## src/design/gst_pkg.sv

```systemverilog
package gst_pkg;
  // Register addresses (write side and read side)
  localparam logic [7:0] SCRATCH_WR_ADDR = 8'h7c;
  localparam logic [7:0] SCRATCH_RD_ADDR = 8'hfc;
  localparam logic [7:0] STATUS_RD_ADDR = 8'he4;
  localparam logic [7:0] COMPARE_RD_ADDR = 8'he8;
  // Status word fields
  localparam int RUNNING_BIT = 5;
  localparam int MISMATCH_BIT = 4;
  localparam int STEP_LSB = 0;
  localparam int STEP_WIDTH = 3;
  // Control word fields, decoded outside this block
  localparam int VIEW_SELECT_BIT = 4;
  localparam int RESULT_CLEAR_BIT = 7;
  localparam int TEST_PERMIT_BIT = 12;
  // Compare word: position i sits at bit TOP - STEP * i
  localparam int POSITIONS = 6;
  localparam int COMPARE_TOP_BIT = 10;
  localparam int COMPARE_BIT_STEP = 2;
  // Reset values
  localparam logic [15:0] SCRATCH_RESET = 16'h0000;
  localparam logic [15:0] STATUS_RESET = 16'h0000;
  localparam logic [5:0] SAMPLE_RESET = 6'h00;
  localparam logic [2:0] STEP_RESET = 3'h0;
  // Test type code without expected-value check
  localparam logic [1:0] TYPE_D = 2'h3;
endpackage

```

## src/design/gst_cmp_if.sv

```systemverilog
`timescale 1ns/1ps
interface gst_cmp_if;
  logic save;
  logic clear;
  logic view_live;
  logic [5:0] sample;
  logic [5:0] live;
  logic [15:0] word;
  modport owner (
    output save,
    output clear,
    output view_live,
    output sample,
    output live,
    input word
  );
  modport store (
    input save,
    input clear,
    input view_live,
    input sample,
    input live,
    output word
  );
endinterface

```

## src/design/gst_compare_store.sv

```systemverilog
`timescale 1ns/1ps
module gst_compare_store (
  input wire logic clk_i,
  input wire logic reset_n_i,
  gst_cmp_if.store cmp
);
  logic [5:0] saved_q;
  logic [5:0] saved_d;
  logic [15:0] word;

  ////////////////////////////////////////////////////////////////////////////
  // Saved samples; a save in the clear cycle wins so no sample is lost
  // clear saved samples
  always_comb
  begin
    saved_d = saved_q;
    if (cmp.clear)
    begin
      saved_d = gst_pkg::SAMPLE_RESET;
    end
    if (cmp.save)
    begin
      saved_d = cmp.sample;
    end
  end

  always_ff @(posedge clk_i)
  begin
    if (!reset_n_i)
    begin
      saved_q <= gst_pkg::SAMPLE_RESET;
    end
    else
    begin
      saved_q <= saved_d;
    end
  end

  ////////////////////////////////////////////////////////////////////////////
  // Word layout; odd bits and upper bits stay zero
  // unused bits zero
  always_comb
  begin
    word = 16'h0000;
    for (int i = 0; i < gst_pkg::POSITIONS; i++)
    begin
      word[gst_pkg::COMPARE_TOP_BIT - gst_pkg::COMPARE_BIT_STEP * i] =
        cmp.view_live ? cmp.live[i] : saved_q[i];
    end
  end

  assign cmp.word = word;
endmodule

```

## src/design/gst_status_regs.sv

```systemverilog
`timescale 1ns/1ps
// Operation
// - Status bit 5 reads 1 while the self-test runs, else 0.
// - Status bit 4 latches any expected-value mismatch during a run.
// - Mismatch indicator is meaningful only for types A, B and C.
// - Status bits 2:0 show the last executed step number.
// - After a mismatch the step field holds the failing step.
// - View select low: compare bits return last saved samples.
// - View select high: compare bits return live filtered outputs.
// - High sides of U, V, W sit at bits 10, 6, 2.
// - Low sides at bits 8, 4, 0; other bits read zero.
// - Sixteen-bit scratch register, reset zero, no side effect.
// - Control bit 4 chooses saved samples (0) or live outputs (1).
// - Control bit 7 clears saved samples and mismatch; self-clearing.
// - Clearing test permit bit 12 cancels a run; running reads 0.
module gst_status_regs (
  input wire logic clk_i,
  input wire logic reset_n_i,
  input wire logic reg_wr_i,
  input wire logic reg_rd_i,
  input wire logic [7:0] reg_addr_i,
  input wire logic [15:0] reg_wdata_i,
  output logic [15:0] reg_rdata_o,
  output logic reg_rvalid_o,
  input wire logic [15:0] control_word_i,
  input wire logic [15:0] control2_word_i,
  input wire logic [1:0] test_type_i,
  input wire logic seq_running_i,
  input wire logic step_done_i,
  input wire logic [2:0] step_index_i,
  input wire logic mismatch_i,
  input wire logic sample_save_i,
  input wire logic [5:0] sample_i,
  input wire logic [5:0] live_compare_i
);
  logic [15:0] scratch_q;
  logic [15:0] scratch_d;
  logic running_q;
  logic running_d;
  logic mismatch_q;
  logic mismatch_d;
  logic [2:0] last_step_index_q;
  logic [2:0] last_step_index_d;
  logic [15:0] rdata_q;
  logic [15:0] rdata_d;
  logic rvalid_q;
  logic rvalid_d;
  logic saved_result_clear;
  logic compare_view_select;
  logic test_permit;
  logic mismatch_event;
  logic [15:0] status_word;

  gst_cmp_if cmp ();

  ////////////////////////////////////////////////////////////////////////////
  // Control decode; the clear bit is a write pulse, never stored here
  // clear pulse
  assign saved_result_clear = control_word_i[gst_pkg::RESULT_CLEAR_BIT];
  assign compare_view_select = control_word_i[gst_pkg::VIEW_SELECT_BIT];
  assign test_permit = control2_word_i[gst_pkg::TEST_PERMIT_BIT];
  assign mismatch_event = mismatch_i & seq_running_i & test_permit &
    (test_type_i != gst_pkg::TYPE_D);

  assign cmp.save = sample_save_i;
  assign cmp.clear = saved_result_clear;
  assign cmp.view_live = compare_view_select;
  assign cmp.sample = sample_i;
  assign cmp.live = live_compare_i;

  gst_compare_store u_store (
    .clk_i(clk_i),
    .reset_n_i(reset_n_i),
    .cmp(cmp)
  );

  ////////////////////////////////////////////////////////////////////////////
  // Self-test status
  always_comb
  begin
    running_d = seq_running_i & test_permit;
    mismatch_d = mismatch_q;
    last_step_index_d = last_step_index_q;
    if (saved_result_clear)
    begin
      mismatch_d = 1'b0;
    end
    if (mismatch_event)
    begin
      mismatch_d = 1'b1;
    end
    if (step_done_i && !(mismatch_q && !saved_result_clear))
    begin
      last_step_index_d = step_index_i;
    end
  end

  always_ff @(posedge clk_i)
  begin
    if (!reset_n_i)
    begin
      running_q <= 1'b0;
      mismatch_q <= 1'b0;
      last_step_index_q <= gst_pkg::STEP_RESET;
    end
    else
    begin
      running_q <= running_d;
      mismatch_q <= mismatch_d;
      last_step_index_q <= last_step_index_d;
    end
  end

  always_comb
  begin
    status_word = gst_pkg::STATUS_RESET;
    status_word[gst_pkg::RUNNING_BIT] = running_q;
    status_word[gst_pkg::MISMATCH_BIT] = mismatch_q;
    status_word[gst_pkg::STEP_LSB +: gst_pkg::STEP_WIDTH] = last_step_index_q;
  end

  ////////////////////////////////////////////////////////////////////////////
  // Register port; reads only load the answer flop
  always_comb
  begin
    scratch_d = scratch_q;
    if (reg_wr_i && reg_addr_i == gst_pkg::SCRATCH_WR_ADDR)
    begin
      scratch_d = reg_wdata_i;
    end
    rvalid_d = reg_rd_i;
    rdata_d = rdata_q;
    if (reg_rd_i)
    begin
      unique case (reg_addr_i)
        gst_pkg::SCRATCH_RD_ADDR: rdata_d = scratch_q;
        gst_pkg::STATUS_RD_ADDR: rdata_d = status_word;
        gst_pkg::COMPARE_RD_ADDR: rdata_d = cmp.word;
        default: rdata_d = 16'h0000;
      endcase
    end
  end

  always_ff @(posedge clk_i)
  begin
    if (!reset_n_i)
    begin
      scratch_q <= gst_pkg::SCRATCH_RESET;
      rdata_q <= 16'h0000;
      rvalid_q <= 1'b0;
    end
    else
    begin
      scratch_q <= scratch_d;
      rdata_q <= rdata_d;
      rvalid_q <= rvalid_d;
    end
  end

  assign reg_rdata_o = rdata_q;
  assign reg_rvalid_o = rvalid_q;
endmodule

```

## config.mk

```make
export PLATFORM = sky130hd
export DESIGN_NAME = gst_status_regs
export DESIGN_NICKNAME = d
export VERILOG_FILES = /design/src/design/gst_pkg.sv /design/src/design/gst_cmp_if.sv /design/src/design/gst_compare_store.sv /design/src/design/gst_status_regs.sv
export SDC_FILE = /design/constraint.sdc
export NUM_CORES = 1
export LEC_CHECK = 0
export ABC_CLOCK_PERIOD_IN_PS = 1600
export BUFFER_PORTS_ARGS = -buffer_cell sky130_fd_sc_hd__buf_2
export CORE_MARGIN = 3
export CORE_UTILIZATION = 46
export DETAILED_ROUTE_END_ITERATION = 6
export PLACE_DENSITY = 0.83
export SLEW_MARGIN = 40
export SYNTH_ARGS = -nofsm -noshare
export SYNTH_HDL_FRONTEND = slang
export SYNTH_HIERARCHICAL = 1
export SYNTH_SLANG_ARGS = --single-unit
```

## constraint.sdc

```tcl
create_clock -name clk_i -period 1.6 [get_ports clk_i]
set_clock_uncertainty 0.2 [all_clocks]
set_input_delay 0.16 -clock clk_i [delete_from_list [all_inputs] [get_ports clk_i]]
set_output_delay 0.16 -clock clk_i [all_outputs]
set_load 0.02 [all_outputs]
```

==> flow_metrics.tcl <==
set metrics [dict create \
    result_of_the_run "finished, violations left" \
    violations "hold timing" \
    synth_compound_area_frac 0.147 \
    ys_ff_latch 44 \
    route.antenna.remaining_nets 0 \
    number_of_filler_cells_placed_in_the_layout 314 \
    grt_antenna_before_repair 0 \
    max-cap-violations 0 \
    gp_routability_congestion 0.747 \
    cts_setup_buffers 0 \
    synth_area_mm2 0.00201 \
    critPathMaxFanout 2 \
    fin_crit_sh 0.964 \
    sequential_cell_area_um2 881 \
    report.final.setup_viol 0 \
    worst-slew-pin-transition_ps 776 \
    unrepaired_setup_endpoints_after_global_routing "no" \
    groute.layer.met1.usage 0.215 \
    io_buffers 68 \
    first_iteration_detailed_routing_drc_count 83 \
    cp_cell_sequence "dlygate4sd3_1 > buf_2 > and3_1 > dlygate4sd3_1" \
    post-synth-top-area-fraction 0.437 \
    grt_pass1_vias 1937 \
    vias 1760 \
    min-delay-start "test_type_i[1]" \
    crit_path_max_incr_delay_ps 540 \
    hold_path.class "input pin to register" \
    min_delay_worst_endpoint "mismatch_q" \
    post_synth_inst_count 193 \
    tritoncts_clock_tree "done" \
    layout.core_utilization 0.694 \
    cts.htree.levels 2 \
    core.rowCount 23 \
    drive_above_1_share 0.324 \
    slew_headroom 0.481 \
    endpoint_of_the_worst_register_to_register_path "last_step_index_q[0]" \
    finalHoldWorstSlack_ps -5.03 \
    die_x_um 72.2 \
    synth_top_cells_by_area "dfxtp_1 (44%), mux2i_1 (8.0%), nor2b_1 (5.9%), a221o_1 (5.5%), mux2_4 (4.5%)" \
    floorplan.core_area_mm2 0.00412 \
    place_hpwl_um 3320 \
    die-height_um 72.2 \
    layout_net_count 386 \
    timing.critical_path.arrival_ps 1530 \
    p_int_mw 1.59 \
    syn_area_per_cell_um2 10.4 \
    multi_input_comb_area_mm2 0.00101 \
    hold_viol_final 1 \
    globalRoute.busiestLayer "met2" \
    pwr-share-comb 0.131 \
    wire_length_reported_by_the_detailed_router_um 5080 \
    endpoint_kind "register" \
    layout-area-overhead-vs-synth_pct 41.7 \
    total_switching_power_mw 0.500 \
    antenna-diode-count 0 \
    power.ir.vdd_worst_mv 0.384 \
    clkTransAtPathRegs_ps 80 \
    yosysSeqAreaShare 0.437 \
    clock_tree.root_cell "clkbuf_8" \
    synth_top_family_by_area "simple AND/OR/NAND/NOR gates" \
    synth_simple_gate_area_frac 0.206 \
    drt_pre_antenna_iters 5 \
    holdPathStages 4 \
    use_met3 0.0540 \
    fin_ws_ps 58.1 \
    critical_path.most_common_cell "dlygate4sd3_1" \
    post-route-min-period_ps 1540 \
    slowest_stage "dlygate4sd3_1" \
    p_sw_frac 0.239 \
    p_leak_nw 1.39 \
    place_ws_ps -223 \
    track_usage 0.207 \
    ctsLongestPathBuffers 2 \
    floorplan.io_pins 98 \
    synth-adder-area-share 0 \
    max_freq_mhz 649 \
    cts.sinks 44 \
    critPathBufInv 3 \
    power_density_over_cell_area_mw_per_mm2 732 \
    cts_inserted_buffers 5 \
    grt-ovfl-total 0 \
    crit_type "input pin to register" \
    worst-endpoint-required_ps 1580 \
    rr_worst_depth 4 \
    post_drt_wl_per_cell_um 14.3 \
    start_util 0.490 \
    number_of_enable_type_register_cells_in_the_synthesized_netlist 0 \
    startpoint_type "input pin" \
    clock_power_share 0.334 \
    setup.reg_to_reg.worst_slack_ps 120 \
    via_per_inst 4.94 \
    synth_warn 6 \
    critPathTopFamily "buffers and inverters" \
    grt_max_degree 29 \
    seq_power_share 0.535 \
    asyncSetResetFlopFracSynth 0 \
    floorplan.die_area_mm2 0.00521 \
    post_synth_xor_area_fraction 0 \
    met2_usage 0.386 \
    slew_violations 0 \
    synth.mux.area_fraction 0.124 \
    worstReg2RegStart "mismatch_q" \
    dominantRegCellSynth "dfxtp_1" \
    first_pass_grt_wire_length_um 8360 \
    clk-insertion-delay-late_ps 290 \
    synth_area_leader_cell "dfxtp_1" \
    yosys.cell_types.count 29 \
    detail_route.drc_violations 0 \
]
area by class of cell:
cell class,count,area share
sequential,44,0.309
clock buffer,5,0.0241
timing repair buffer,117,0.285
multi-input combinational,137,0.352
tap,50,0.0219
clock inverter,3,0.00833
worst max path at each step:
stage                                    from              endpoint  slack, ps  cells past startpoint
after floorplan                 reg_addr_i[4]          scratch_q[0]        170                      8
after global placement          reg_addr_i[0]       reg_rdata_o[12]       -140                      5
after detailed placement        reg_addr_i[0]        reg_rdata_o[8]       -220                      5
after CTS                          mismatch_q  last_step_index_q[0]         70                      4
after global routing          step_index_i[2]  last_step_index_q[2]          5                      5
final                     control2_word_i[12]             running_q         60                      4
cell usage after synthesis (3+ instances only):
cell type and number:
o21ai_1 10, mux2_4 6, buf_6 4, a22oi_1 5, a21boi_0 4, nand2b_1 7
a221o_1 11, a2bb2oi_1 5, and2_1 12, dfxtp_1 44, clkbuf_1 3, nor2b_1 19
mux2i_1 16, buf_4 11, nand2_1 10, nand3_1 11
metal layers:
layer,wire length [um],up-vias
met4,161,0
met5,0,-
met2,2640,52
met1,2040,802
li1,-,890
met3,235,16
what timing repair did:
action                     in CTS  in global routing
hold buffers                   37                  0
hold endpoints to repair       28                  0
setup endpoints to repair       0                  2
gates resized for setup         0                  1
worst reg2reg max path: cells and delay by family, from the launching register on:
family                 cells  cell delay (ps)
buffers and inverters      1              550
DFF                        1              350
AOI/OAI and AO/OA          1              150
and+or+nand+nor            2              170
cells in the final DEF (no fill, tap or decap), types with 4 or more instances in the layout:
| cell | Yosys | final |
|---|---|---|
| buf_2 | 2 | 68 |
| dfxtp_1 | 44 | 44 |
| dlygate4sd3_1 | 0 | 37 |
| nor2b_1 | 19 | 19 |
| mux2i_1 | 16 | 16 |
| and2_1 | 12 | 12 |
| nand3_1 | 11 | 11 |
| a221o_1 | 11 | 11 |
| buf_4 | 11 | 11 |
| nand2_1 | 10 | 10 |
| o21ai_1 | 10 | 10 |
| conb_1 | 1 | 10 |
| mux2_4 | 6 | 6 |
| nand2b_1 | 7 | 6 |
| a22oi_1 | 5 | 5 |
| a2bb2oi_1 | 5 | 5 |
| clkbuf_8 | 0 | 5 |
| a21boi_0 | 4 | 4 |
logic make-up (layout without fill, tap and decap cells):
family | after synthesis | in the layout
AOI/OAI and AO/OA | 38 | 38
muxes | 22 | 22
other | 1 | 10
DFF | 44 | 44
and+or+nand+nor | 67 | 67
buffers and inverters | 21 | 125
flip-flops by register name, indices dropped and copies added (netlist names):
register	count
mismatch_q	1
scratch_q	16
reg_rdata_o	16
last_step_index_q	3
reg_rvalid_o	1
u_store/saved_q	6
running_q	1
per-stage QoR:
step	std cells	instance area, um2	power, mW	setup TNS [ps]	hold WS [ps]
2_1_floorplan	202	2050	1.26	0	105
3_3_place_gp	311	2380	1.34	-1540	194
3_5_place_dp	311	2380	1.34	-2280	197
4_1_cts	356	2850	2.09	0	1.46
5_1_grt	356	2860	2.17	0	11.1
6_report	356	2860	2.09	0	-5.03
power groups by stage:
| stage | Combinational, mW | Sequential [mW] | Clock [mW] |
|---|---|---|---|
| after floorplan | 0.121 | 1.14 | 0 |
| after global placement | 0.197 | 1.14 | 0 |
| after detailed placement | 0.200 | 1.14 | 0 |
| after CTS | 0.266 | 1.12 | 0.708 |
| after global routing | 0.299 | 1.12 | 0.754 |
| final | 0.273 | 1.12 | 0.698 |
Power figures use the tool's default switching activity.
